`src/rtl/ddrstb_pkg.sv`:
```
// ddrstb_pkg: shared constants and types for the data strobe block.
// assumes a 50 MHz core clock; the link strobe is sampled, not used as clock.
package ddrstb_pkg;

  // core clock and beat timing, both times in nanoseconds
  localparam int CORE_PERIOD_NS = 20;
  localparam int BEAT_HALF_NS = 80; // one read beat lasts one strobe half period
  // least time, so round up to whole cycles
  localparam int BEAT_CYC = (BEAT_HALF_NS + CORE_PERIOD_NS - 1) / CORE_PERIOD_NS;
  localparam int BEAT_CNT_W = 4;

  // extended_mode_reg field positions within the mode load word
  localparam int EMR_WORD_W = 16;
  localparam int EMR_COMP_OFF_BIT = 10; // 1 releases the complementary pins
  localparam int EMR_RDS_EN_BIT = 11; // 1 enables the redundant read strobe

  // values after reset: complementary strobes in use, redundant strobe off
  localparam logic RST_DIFF_MODE = 1'h1;
  localparam logic RST_RDS_MODE = 1'h0;

  // read side sequencer
  typedef enum logic [1:0] {
    RD_IDLE,
    RD_PRE,
    RD_BURST,
    RD_POST
  } ddrstb_rd_state_e;

  // a strobe edge of either polarity between two samples
  function automatic logic ddrstb_edge(input logic prev, input logic cur);
    ddrstb_edge = prev ^ cur;
  endfunction : ddrstb_edge

endpackage : ddrstb_pkg

```
`src/rtl/ddrstb_sync.sv`:
```
// ddrstb_sync: two-flop synchroniser for a group of pin levels.
// assumes each bit is a level; bits are not kept coherent with each other.
`timescale 1ns/1ps
module ddrstb_sync #(
  parameter int W = 1
) (
  // clock and reset
  input wire logic clk_in,
  input wire logic rst_in,
  // levels
  input wire logic [W-1:0] async_in,
  output logic [W-1:0] sync_out
);

  logic [W-1:0] meta_q;
  logic [W-1:0] meta_d;
  logic [W-1:0] sync_q;
  logic [W-1:0] sync_d;

  // the first stage feeds only the second stage
  always_comb begin
    meta_d = async_in;
    sync_d = meta_q;
  end

  // both stages clear on reset
  always_ff @(posedge clk_in or posedge rst_in) begin
    if (rst_in) begin
      meta_q <= '0;
      sync_q <= '0;
    end else begin
      meta_q <= meta_d;
      sync_q <= sync_d;
    end
  end

  assign sync_out = sync_q;

endmodule : ddrstb_sync

```
`src/rtl/ddrstb_fifo.sv`:
```
// ddrstb_fifo: small synchronous fifo with a registered output word.
// assumes one clock; capacity is DEPTH words plus the output register.
`timescale 1ns/1ps
module ddrstb_fifo #(
  parameter int W = 8,
  parameter int DEPTH = 8
) (
  // clock and reset
  input wire logic clk_in,
  input wire logic rst_in,
  // fill side
  input wire logic in_valid_in,
  input wire logic [W-1:0] in_data_in,
  output logic in_ready_out,
  // drain side
  output logic out_valid_out,
  output logic [W-1:0] out_data_out,
  input wire logic out_ready_in
);

  localparam int AW = $clog2(DEPTH);

  logic [W-1:0] mem_q [DEPTH];
  logic [AW-1:0] wr_ptr_q, wr_ptr_d;
  logic [AW-1:0] rd_ptr_q, rd_ptr_d;
  logic [AW:0] count_q, count_d;
  logic out_valid_q, out_valid_d;
  logic [W-1:0] out_data_q, out_data_d;
  logic push, pop;

  // pointer and count update; the output register prefetches one word
  always_comb begin
    push = in_valid_in && in_ready_out;
    pop = (count_q != '0) && (!out_valid_q || out_ready_in);
    wr_ptr_d = push ? wr_ptr_q + 1'b1 : wr_ptr_q;
    rd_ptr_d = pop ? rd_ptr_q + 1'b1 : rd_ptr_q;
    count_d = count_q + (AW+1)'(push) - (AW+1)'(pop);
    out_valid_d = out_valid_q;
    out_data_d = out_data_q;
    if (pop) begin
      out_valid_d = 1'b1;
      out_data_d = mem_q[rd_ptr_q];
    end else if (out_ready_in) begin
      out_valid_d = 1'b0;
    end
  end

  // control state
  always_ff @(posedge clk_in or posedge rst_in) begin
    if (rst_in) begin
      wr_ptr_q <= '0;
      rd_ptr_q <= '0;
      count_q <= '0;
      out_valid_q <= 1'b0;
      out_data_q <= '0;
    end else begin
      wr_ptr_q <= wr_ptr_d;
      rd_ptr_q <= rd_ptr_d;
      count_q <= count_d;
      out_valid_q <= out_valid_d;
      out_data_q <= out_data_d;
    end
  end

  // storage needs no reset; empty slots are never read
  always_ff @(posedge clk_in) begin
    if (push) begin
      mem_q[wr_ptr_q] <= in_data_in;
    end
  end

  // full is honest: the stored words reach DEPTH
  assign in_ready_out = (count_q != (AW+1)'(DEPTH));
  assign out_valid_out = out_valid_q;
  assign out_data_out = out_data_q;

endmodule : ddrstb_fifo

```
`src/rtl/ddrstb_core.sv`:
```
// ddrstb_core: data strobe, data pin and mask handling of the memory device.
// assumes strobe, data and mask pins are sampled by core_clk_in through
// two flops; mode load and read data come from logic on the same clock.
`timescale 1ns/1ps
module ddrstb_core #(
  parameter int ORG = 8, // data width of the organisation: 4, 8 or 16
  parameter int FIFO_DEPTH = 8
) (
  // clock and reset
  input wire logic core_clk_in,
  input wire logic rst_in,
  // mode register load from the command decoder
  input wire logic mode_load_in,
  input wire logic [ddrstb_pkg::EMR_WORD_W-1:0] mode_word_in,
  output logic diff_strobe_mode_out,
  output logic redundant_strobe_mode_out,
  // read data from the array, one word per strobe edge
  input wire logic rd_valid_in,
  input wire logic [ORG-1:0] rd_data_in,
  output logic rd_ready_out,
  output logic rd_active_out,
  // write beats towards the array, one valid bit per strobe lane
  output logic [(ORG == 16 ? 2 : 1)-1:0] wr_valid_out,
  output logic [ORG-1:0] wr_data_out,
  // data pins; on x8 these are the lower nibble only
  input wire logic [(ORG == 8 ? 4 : ORG)-1:0] dq_in,
  output logic [(ORG == 8 ? 4 : ORG)-1:0] dq_out,
  output logic [(ORG == 8 ? 4 : ORG)-1:0] dq_oe_out,
  // no_function_pins: upper data nibble on x8
  input wire logic [3:0] no_function_pins_in,
  output logic [3:0] no_function_pins_out,
  output logic [3:0] no_function_pins_oe_out,
  // strobes; bit 0 lower_byte_strobe, bit 1 upper_byte_strobe on x16
  input wire logic [(ORG == 16 ? 2 : 1)-1:0] data_strobe_in,
  output logic [(ORG == 16 ? 2 : 1)-1:0] data_strobe_out,
  output logic [(ORG == 16 ? 2 : 1)-1:0] data_strobe_oe_out,
  output logic [(ORG == 16 ? 2 : 1)-1:0] data_strobe_n_out,
  output logic [(ORG == 16 ? 2 : 1)-1:0] data_strobe_n_oe_out,
  // write_data_mask per lane; unused on x8, where the mask shares a pin
  input wire logic [(ORG == 16 ? 2 : 1)-1:0] write_data_mask_in,
  // redundant_read_strobe pair, x8 only
  input wire logic redundant_read_strobe_in,
  output logic redundant_read_strobe_out,
  output logic redundant_read_strobe_oe_out,
  output logic redundant_read_strobe_n_out,
  output logic redundant_read_strobe_n_oe_out
);

  localparam int NLANE = (ORG == 16) ? 2 : 1;
  localparam int LANE_W = ORG / NLANE;
  localparam int PIN_W = (ORG == 8) ? 4 : ORG;
  localparam bit IS_X8 = (ORG == 8);
  localparam int SYNC_W = PIN_W + 4 + 2 * NLANE + 1;
  localparam logic [ddrstb_pkg::BEAT_CNT_W-1:0] BEAT_LAST =
    ddrstb_pkg::BEAT_CNT_W'(ddrstb_pkg::BEAT_CYC - 1);

  // mode state
  logic diff_q, diff_d;
  logic rds_q, rds_d;
  // read sequencer state
  ddrstb_pkg::ddrstb_rd_state_e st_q, st_d;
  logic [ddrstb_pkg::BEAT_CNT_W-1:0] tmr_q, tmr_d;
  logic strobe_q, strobe_d;
  logic [ORG-1:0] rdat_q, rdat_d;
  // write capture state
  logic [NLANE-1:0] stb_prev_q, stb_prev_d;
  logic [NLANE-1:0] wval_q, wval_d;
  logic [ORG-1:0] wdat_q, wdat_d;
  // synchronised pins and derived values
  logic [SYNC_W-1:0] pins_async, pins_sync;
  logic [PIN_W-1:0] dq_s;
  logic [3:0] nf_s;
  logic [NLANE-1:0] stb_s;
  logic [NLANE-1:0] dm_s;
  logic redundant_read_strobe_n_s;
  logic [ORG-1:0] data_s;
  logic [NLANE-1:0] mask_s;
  logic fifo_valid, fifo_ready;
  logic [ORG-1:0] fifo_data;
  logic beat_tick, drive;

  // every pin input passes two flops before any logic reads it
  assign pins_async = {redundant_read_strobe_in, write_data_mask_in,
                       data_strobe_in, no_function_pins_in, dq_in};

  ddrstb_sync #(
    .W(SYNC_W)
  ) u_pin_sync (
    .clk_in(core_clk_in),
    .rst_in(rst_in),
    .async_in(pins_async),
    .sync_out(pins_sync)
  );

  assign dq_s = pins_sync[PIN_W-1:0];
  assign nf_s = pins_sync[PIN_W+3:PIN_W];
  assign stb_s = pins_sync[PIN_W+4+NLANE-1:PIN_W+4];
  assign dm_s = pins_sync[PIN_W+4+2*NLANE-1:PIN_W+4+NLANE];
  assign redundant_read_strobe_n_s = pins_sync[SYNC_W-1];

  // read words wait here so the array side sees back-pressure per beat
  ddrstb_fifo #(
    .W(ORG),
    .DEPTH(FIFO_DEPTH)
  ) u_rd_fifo (
    .clk_in(core_clk_in),
    .rst_in(rst_in),
    .in_valid_in(rd_valid_in),
    .in_data_in(rd_data_in),
    .in_ready_out(rd_ready_out),
    .out_valid_out(fifo_valid),
    .out_data_out(fifo_data),
    .out_ready_in(fifo_ready)
  );

  // assemble the full data word and the per-lane mask
  generate
    if (IS_X8) begin : g_x8
      assign data_s = {nf_s, dq_s};
      // with the redundant strobe on, its pin carries no mask
      assign mask_s = rds_q ? 1'b0 : redundant_read_strobe_n_s;
    end else begin : g_other
      assign data_s = dq_s;
      assign mask_s = dm_s;
    end
  endgenerate

  // mode fields take effect on each load; until then the reset values hold
  always_comb begin
    diff_d = diff_q;
    rds_d = rds_q;
    if (mode_load_in) begin
      diff_d = !mode_word_in[ddrstb_pkg::EMR_COMP_OFF_BIT];
      rds_d = IS_X8 && mode_word_in[ddrstb_pkg::EMR_RDS_EN_BIT];
    end
  end

  always_ff @(posedge core_clk_in or posedge rst_in) begin
    if (rst_in) begin
      diff_q <= ddrstb_pkg::RST_DIFF_MODE;
      rds_q <= ddrstb_pkg::RST_RDS_MODE;
    end else begin
      diff_q <= diff_d;
      rds_q <= rds_d;
    end
  end

  // read sequencer: preamble low beat, one edge per word, postamble low beat
  always_comb begin
    st_d = st_q;
    tmr_d = tmr_q;
    strobe_d = strobe_q;
    rdat_d = rdat_q;
    beat_tick = (tmr_q == '0);
    fifo_ready = 1'b0;
    if (!beat_tick) begin
      tmr_d = tmr_q - 1'b1;
    end
    unique case (st_q)
      ddrstb_pkg::RD_IDLE: begin
        // no read starts in a cycle whose synchronised strobe shows a write edge
        if (fifo_valid && (stb_s == stb_prev_q)) begin
          st_d = ddrstb_pkg::RD_PRE;
          tmr_d = BEAT_LAST;
          strobe_d = 1'b0;
        end
      end
      ddrstb_pkg::RD_PRE, ddrstb_pkg::RD_BURST: begin
        if (beat_tick) begin
          tmr_d = BEAT_LAST;
          if (fifo_valid) begin
            fifo_ready = 1'b1;
            rdat_d = fifo_data;
            strobe_d = !strobe_q;
            st_d = ddrstb_pkg::RD_BURST;
          end else begin
            strobe_d = 1'b0;
            st_d = ddrstb_pkg::RD_POST;
          end
        end
      end
      ddrstb_pkg::RD_POST: begin
        if (beat_tick) begin
          st_d = ddrstb_pkg::RD_IDLE;
        end
      end
    endcase
  end

  always_ff @(posedge core_clk_in or posedge rst_in) begin
    if (rst_in) begin
      st_q <= ddrstb_pkg::RD_IDLE;
      tmr_q <= '0;
      strobe_q <= 1'b0;
      rdat_q <= '0;
    end else begin
      st_q <= st_d;
      tmr_q <= tmr_d;
      strobe_q <= strobe_d;
      rdat_q <= rdat_d;
    end
  end

  // pins are driven for the whole read window and released otherwise
  assign drive = (st_q != ddrstb_pkg::RD_IDLE);

  // write capture: each lane samples data and mask on both strobe edges
  always_comb begin
    stb_prev_d = stb_s;
    wval_d = '0;
    wdat_d = wdat_q;
    for (int l = 0; l < NLANE; l++) begin
      // while reading, the strobe pins echo our own drive and are ignored
      if (ddrstb_pkg::ddrstb_edge(stb_prev_q[l], stb_s[l]) && !drive) begin
        wval_d[l] = !mask_s[l];
        wdat_d[l*LANE_W +: LANE_W] = data_s[l*LANE_W +: LANE_W];
      end
    end
  end

  always_ff @(posedge core_clk_in or posedge rst_in) begin
    if (rst_in) begin
      stb_prev_q <= '0;
      wval_q <= '0;
      wdat_q <= '0;
    end else begin
      stb_prev_q <= stb_prev_d;
      wval_q <= wval_d;
      wdat_q <= wdat_d;
    end
  end

  // one strobe pair per lane, all lanes following the same read beat
  generate
    for (genvar g = 0; g < NLANE; g++) begin : g_lane
      assign data_strobe_out[g] = strobe_q;
      assign data_strobe_oe_out[g] = drive;
      assign data_strobe_n_out[g] = !strobe_q;
      // complementary pin left undriven when released by the mode bit
      assign data_strobe_n_oe_out[g] = drive && diff_q;
    end
  endgenerate

  // data pins, upper nibble on the no-function pins for x8
  generate
    if (IS_X8) begin : g_nf_x8
      assign dq_out = rdat_q[3:0];
      assign dq_oe_out = {PIN_W{drive}};
      assign no_function_pins_out = rdat_q[7:4];
      assign no_function_pins_oe_out = {4{drive}};
    end else begin : g_nf_none
      assign dq_out = rdat_q[PIN_W-1:0];
      assign dq_oe_out = {PIN_W{drive}};
      assign no_function_pins_out = 4'h0;
      assign no_function_pins_oe_out = 4'h0;
    end
  endgenerate

  // redundant pair: x8 only, reads only; with the mode off its input is the x8 write mask
  assign redundant_read_strobe_out = strobe_q;
  assign redundant_read_strobe_oe_out = drive && rds_q;
  assign redundant_read_strobe_n_out = !strobe_q;
  assign redundant_read_strobe_n_oe_out = drive && rds_q && diff_q;

  // status and user-side outputs
  assign diff_strobe_mode_out = diff_q;
  assign redundant_strobe_mode_out = rds_q;
  assign rd_active_out = drive;
  assign wr_valid_out = wval_q;
  assign wr_data_out = wdat_q;

endmodule : ddrstb_core

```
`config.mk`:
```
export PLATFORM = sky130hd
export DESIGN_NAME = ddrstb_core
export DESIGN_NICKNAME = d
export VERILOG_FILES = /design/src/rtl/ddrstb_pkg.sv /design/src/rtl/ddrstb_sync.sv /design/src/rtl/ddrstb_fifo.sv /design/src/rtl/ddrstb_core.sv
export SDC_FILE = /design/constraint.sdc
export NUM_CORES = 1
export LEC_CHECK = 0
export BUFFER_PORTS_ARGS = -buffer_cell sky130_fd_sc_hd__buf_4
export CAP_MARGIN = 10
export CORE_ASPECT_RATIO = 1.75
export CORE_MARGIN = 2
export CORE_UTILIZATION = 61
export CTS_CLUSTER_DIAMETER = 200
export DETAILED_ROUTE_END_ITERATION = 8
export PLACE_DENSITY = 0.92
export SLEW_MARGIN = 25
export SYNTH_ARGS = -nofsm -noshare
export SYNTH_HDL_FRONTEND = slang
export SYNTH_SLANG_ARGS = --single-unit
```
`constraint.sdc`:
```
create_clock -name core_clk_in -period 6.3 [get_ports core_clk_in]
set_input_delay 1.575 -clock core_clk_in [delete_from_list [all_inputs] [get_ports core_clk_in]]
set_output_delay 1.575 -clock core_clk_in [all_outputs]
set_load 0.05 [all_outputs]
```
==> results of run 1 <==
## final cells by class
| type | instances | area (µm²) |
|---|---|---|
| repair buffers | 64 | 480 |
| clock inverters | 8 | 119 |
| clock buffers | 24 | 514 |
| fillers | 459 | 1990 |
| multi-input cells | 161 | 1420 |
| well taps | 115 | 144 |
| flip-flops and latches | 130 | 3580 |
| inverters | 21 | 78.8 |
## logic make-up (layout without fill, tap and decap cells)
group / Yosys count / count (layout) / share of synthesized area (%)
DFF: 130 / 130 / 68.5
adders and majority gates: 15 / 15 / 3.74
AOI/OAI and AO/OA: 25 / 25 / 2.64
buffers and inverters: 41 / 117 / 4.41
muxes: 41 / 41 / 13.0
and+or+nand+nor: 72 / 72 / 6.38
xor gates and xnor gates: 8 / 8 / 1.34
## flip-flops by register name (all words and copies together), names as in the netlist
signal and cells:
u_rd_fifo.mem_q 64, u_pin_sync.meta_q 10, u_pin_sync.sync_out 10, rdat_q 8, u_rd_fifo.out_data_out 8, wr_data_out 8
tmr_q 4, u_rd_fifo.count_q 4, u_rd_fifo.rd_ptr_q 3, u_rd_fifo.wr_ptr_q 3, st_q 2, data_strobe_out 1
diff_strobe_mode_out 1, redundant_strobe_mode_out 1, stb_prev_q 1, u_rd_fifo.out_valid_out 1, wr_valid_out 1
## layer usage
| layer | share of wire, % | up-vias |
|---|---|---|
| li1 | - | 1314 |
| met1 | 36 | 1463 |
| met2 | 57 | 99 |
| met3 | 5.0 | 21 |
| met4 | 2.5 | 0 |
| met5 | 0 | - |
## how the worst max path moves through the flow
stage,to,cells after the start
floorplan,redundant_read_strobe_n_oe_out,5
global placement,u_rd_fifo.mem_q[4][2]$_DFFE_PP_,5
detailed placement,u_rd_fifo.mem_q[3][2]$_DFFE_PP_,5
CTS,no_function_pins_oe_out[1],4
global route,no_function_pins_oe_out[1],4
finish,no_function_pins_oe_out[1],4
## cell usage in the layout, fill, tap and decap left out, types with 2 or more instances in the layout
master      n
a21oi_1    11
buf_4      64
bufinv_16   3
clkbuf_1    3
clkbuf_16  19
clkbuf_8    2
clkinv_2    3
dfrtp_1    64
edfxtp_1   64
ha_1       14
inv_1      19
inv_2       2
mux2_2     24
mux4_1      9
mux4_2      7
nand2_1    38
nand2b_1    4
nand3_1     3
nor2_1     13
nor3_1      6
o21ai_0     8
xnor2_1     4
xor2_1      4
## power breakdown
part,switching [mW],internal [mW],leakage [nW],total (mW)
sequential,0.173,1.11,1.36,1.28
clock,0.335,0.688,0.311,1.02
combinational,0.793,0.522,1.00,1.32
## per-stage QoR
| stage | area (µm²) | worst slack (ns) |
|---|---|---|
| floorplan | 5220 | 2.70 |
| global placement | 5690 | 3.22 |
| detailed placement | 5690 | 3.10 |
| CTS | 6330 | 2.96 |
| global route | 6330 | 2.87 |
| finish | 6330 | 2.97 |
## critical path: stages (launching register included)
cell	delay, ns
dfrtp_1	0.40
inv_1	0.06
ha_1	0.31
inv_1	0.30
buf_4	0.27
==> impl_metrics.toml, run 1 <==
[outcome]
status = "finished clean"

[drt]
ant_nets = 0
vias_per_cell = 5.54
vias = 2897
wl_per_cell_um = 18.2
drtIter0Drc = 212
wl_um = 9530
drc = 0
drt-pass1-iter-count = 4

[logic_synthesis]
synth.most_common_cell = "dfrtp_1"
synth_edf_count = 64
synth_cell_types = 39
synthTopCellsByArea = "edfxtp_1 (37%), dfrtp_1 (31%), mux2_2 (5.2%)"
ys_ff_latch = 130
ys.flop_type = "dfrtp_1"
synth_common_cells = "dfrtp_1 (65), edfxtp_1 (64), nand2_1 (38)"
ys_seq_area_share_pct = 68.5
synthArstFlopShare_pct = 50.8
yosysTopAreaCellShare_pct = 36.8
synth_area_per_cell_um2 = 15.7
yosysWarningCount = 0
synthCells = 332
syn_area_um2 = 5220
yosysTopAreaCell = "edfxtp_1"
synth_fp_nets = 386

[pwr]
p_leak_nw = 2.67
power_mw = 3.62
powerDensity_nw_per_um2 = 572
ir_worst_vdd_v = 0.000344

[finish]
syn_to_final_growth_pct = 21.2
fin_nets = 449
antenna_cells = 0
drive_gt1_share_pct = 32.4
final_core_util_pct = 76.1
finalNonFillerCells = 523

[worst_setup_path]
startpoint = "st_q[0]$_DFFE_PP0P_"
critPathCaptureType = "primary output"
start_kind = "flip-flop"
rr_endpoint = "u_rd_fifo.count_q[2]$_DFF_PP0_"
r2r_start = "tmr_q[1]$_DFF_PP0_"
critical_path_arrival_ns = 1.75
critPathMaxFanout = 12
r2r_cells = 12
crit_type = "reg -> out"
r2r_setup_slack_ns = 3.32
crit_required_ns = 4.72

[floorplan]
ios = 76
dieArea_um2 = 9340
core_region_area_um2 = 8310
rows = 44
die_y_um = 126
start_util_pct = 62.8
fp.dieW_um = 73.9

[sta]
finalSetupViolCount = 0
fmax_ghz = 0.300
final.setup.tns_ns = 0
timing.final.crit_share_pct = 52.9
slew_headroom_pct = 34.8
holdWs_ns = 0.349
slew_viol_final = 0
hold_viol = 0
fin_crit_ns = 3.33
grt_setup_unrepaired = "no"
finClkSkew_ns = 0.00670
tightest_slew_ns = 0.974

[clocking]
htree_levels = 4
clk_pin_slew_ns = 0.05
cts_max_path_buffers = 2
cts-resized-gates = 0
cts_num_sinks = 130
post-cts-setup-buffer-count = 0
postCtsHoldBufs = 0
numCtsBuffers = 17
cts_tree = "built"
root_buffer = "clkbuf_16"
clock_latency_ns = 0.42

[placement]
numPortBuffers = 60
dp_cells = 491
hpwl_um = 6170
routabilityCongestion = 0.828

[min_path]
min_to = "u_pin_sync.sync_out[7]$_DFF_PP0_"
hp-start = "u_pin_sync.meta_q[7]$_DFF_PP0_"
holdCritPathClass = "reg -> reg"
holdPathStages = 0

[grt]
met2_usage_pct = 39.9
grt_pass1_wl_um = 15400
grt_pass1_vias = 2983
use_met3_pct = 7.47
grt_overflow = 0
grtUsageMet1_pct = 26.0
antenna_found_initial = 0
top_usage_layer = "met2"
grt_usage_pct = 23.3
grt_max_degree = 67

[job]
drv_cap = 0
No activity file was read; power rests on OpenSTA's default activity.
==> run 2, diff against run 1 <==
--- a/config.mk
+++ b/config.mk
@@ -9,10 +9,10 @@
 export CAP_MARGIN = 10
 export CORE_ASPECT_RATIO = 1.75
 export CORE_MARGIN = 2
-export CORE_UTILIZATION = 61
+export CORE_UTILIZATION = 56
 export CTS_CLUSTER_DIAMETER = 200
 export DETAILED_ROUTE_END_ITERATION = 8
-export PLACE_DENSITY = 0.92
+export PLACE_DENSITY = 0.86
 export SLEW_MARGIN = 25
 export SYNTH_ARGS = -nofsm -noshare
 export SYNTH_HDL_FRONTEND = slang
==> constraint.sdc (replaced) <==
create_clock -name core_clk_in -period 3.25 [get_ports core_clk_in]
set_input_delay 0.8125 -clock core_clk_in [delete_from_list [all_inputs] [get_ports core_clk_in]]
set_output_delay 0.8125 -clock core_clk_in [all_outputs]
set_load 0.05 [all_outputs]
==> run 2 against run 1 <==
Critical path depth grew 7. Clock power increased by 76%. Clock-buffer cell count decreased by 6. Non-clock buffer count grew 8. Final area hardly changed. Flip-flop and latch count stayed put. Clock skew decreased by 0.0015 ns. Setup slack got worse by 2.5 ns. Routed wire length rose by 2.9%. Combinational power is 98% higher. Core utilization fell by 6.5 points. Critical path type is now reg -> reg. Critical endpoint is now u_rd_fifo.count_q[2]$_DFF_PP0_. Largest cell class unchanged. Highest routed layer unchanged.
==> impl_metrics.toml, run 2 (synthesis results as in run 1) <==
[worst_setup_path]
critical_path_arrival_ns = 3.10
crit_required_ns = 3.55
cp_top_family = "adder cells"
start_kind = "flip-flop"
crit_slowest_cell = "dfrtp_1"
r2r_setup_slack_ns = 0.45
path_buf_inv = 3
path_cells = "inv_1 -> ha_1 -> nor3b_4 -> nand3_2 -> a21oi_1 -> ha_1 -> inv_1 -> ha_1 -> inv_1 -> fa_1 -> xnor2_1"
critPathMaxFanout = 10
max_stage_delay_ns = 0.40
critPathCaptureType = "flip-flop"
crit_type = "reg -> reg"

[finish]
final_common_cell = "buf_4"
multiInputGateArea_um2 = 1420
largest_register_ffs = 64
regMostFlops = "u_rd_fifo.mem_q"
num-fill-cells = 599
finalNonFillerCells = 536
drive_gt1_share_pct = 33.4
most-common-layout-cells = "buf_4 (72), dfrtp_1 (65), edfxtp_1 (64), nand2_1 (38), mux2_2 (24)"
antenna_cells = 0
syn_to_final_growth_pct = 21.2
fin_nets = 457
regArea_um2 = 3570

[sta]
timing.final.crit_share_pct = 86.3
grt_setup_unrepaired = "no"
finalSetupViolCount = 0
final.setup.tns_ns = 0
hold_viol = 0
slew_headroom_pct = 51.8
fmax_ghz = 0.357
fin_crit_ns = 2.80
slew_viol_final = 0
tightest_slew_ns = 0.723
finClkSkew_ns = 0.00517

[pwr]
p_switching_mw = 2.55
p_clk_share_pct = 26.3
ir_worst_vdd_v = 0.000664
pwr-share-seq_pct = 35.5
comb_power_share_pct = 38.2
p_leak_nw = 2.68
p_int_mw = 4.30
powerDensity_nw_per_um2 = 1080
swShare_pct = 37.2

[grt]
grt_pass1_wl_um = 15800
antenna_found_initial = 0
grt_max_degree = 32
grt_pass1_vias = 3037
grt_usage_pct = 21.2
grt_overflow = 0

[clocking]
root_buffer = "clkbuf_16"
cts_tree = "built"
htree_levels = 4
cts_num_sinks = 130
post-cts-setup-buffer-count = 0
numCtsBuffers = 17
clock_latency_ns = 0.42
postCtsHoldBufs = 0
clk_pin_slew_ns = 0.05
cts_max_path_buffers = 2
cts-resized-gates = 0

[floorplan]
ios = 76
fp.dieW_um = 77.0
start_util_pct = 57.4
die_y_um = 132
rows = 46
dieArea_um2 = 10100
core_region_area_um2 = 9090

[drt]
drt-pass1-iter-count = 4
drtIter0Drc = 166
wl_um = 9810
ant_nets = 0
vias_per_cell = 5.48
wl_per_cell_um = 18.3
drc = 0
vias = 2937

[job]
drv_cap = 0

[placement]
numPortBuffers = 60
routabilityCongestion = 0.834
dp_cells = 504
hpwl_um = 6280

[min_path]
holdCritPathClass = "reg -> reg"

[outcome]
status = "finished clean"
[run 2: metal layers]
layer  vias to the layer above  wire, µm  track usage, %
li1                       1316         -               -
met1                      1489      3450            22.0
met2                       110      5700            39.7
met3                        22       469            7.07
met4                         0       191            6.75
met5                         -         0               0
[run 2: worst paths after layout]
kind | start | end | cells after the start
max | tmr_q[1]$_DFF_PP0_ | u_rd_fifo.count_q[2]$_DFF_PP0_ | 11
min | u_pin_sync.meta_q[8]$_DFF_PP0_ | u_pin_sync.sync_out[8]$_DFF_PP0_ | 0
max reg2reg | tmr_q[1]$_DFF_PP0_ | u_rd_fifo.count_q[2]$_DFF_PP0_ | 11
min reg2reg | u_pin_sync.meta_q[8]$_DFF_PP0_ | u_pin_sync.sync_out[8]$_DFF_PP0_ | 0
max in group asynchronous | rst_in | u_rd_fifo.count_q[3]$_DFF_PP0_ | 3
min in group asynchronous | rst_in | u_rd_fifo.out_data_out[6]$_DFFE_PP0P_ | 2
[run 2: final cells by class]
cell class | count | share of cell area, %
multi-input combinational | 161 | 22.4
timing repair buffer | 72 | 8.54
sequential | 130 | 56.5
tap | 120 | 2.37
clock inverter | 14 | 2.21
inverter | 21 | 1.25
clock buffer | 18 | 6.78
[run 2: through the flow]
step           setup slack (ns)  area, µm²  total power [mW]  utilization, %  hold slack, ns
6_report                  0.446       6330              6.85            69.6           0.352
5_1_grt                   0.254       6330              7.19            69.6           0.352
4_1_cts                   0.471       6330              6.89            69.6           0.348
3_5_place_dp              0.497       5760              5.04            63.3           0.336
3_3_place_gp              0.603       5760              4.91            63.3           0.333
2_1_floorplan             0.416       5220              4.43               -           0.331
[run 2: worst reg2reg max path, stage by stage, from the launching register on]
cell     delay, ns
dfrtp_1       0.40
inv_1         0.10
ha_1          0.18
nor3b_4       0.38
nand3_2       0.28
a21oi_1       0.30
ha_1          0.27
inv_1         0.06
ha_1          0.15
inv_1         0.06
fa_1          0.38
xnor2_1       0.14
[run 2: power by group through the flow]
stage / sequential (mW) / combinational (mW) / clock, mW
after CTS: 2.43 / 2.64 / 1.82
after global placement: 2.41 / 2.49 / 0
after detailed placement: 2.45 / 2.60 / 0
after floorplan: 2.70 / 1.73 / 0
after global routing: 2.47 / 2.81 / 1.91
final: 2.43 / 2.62 / 1.80
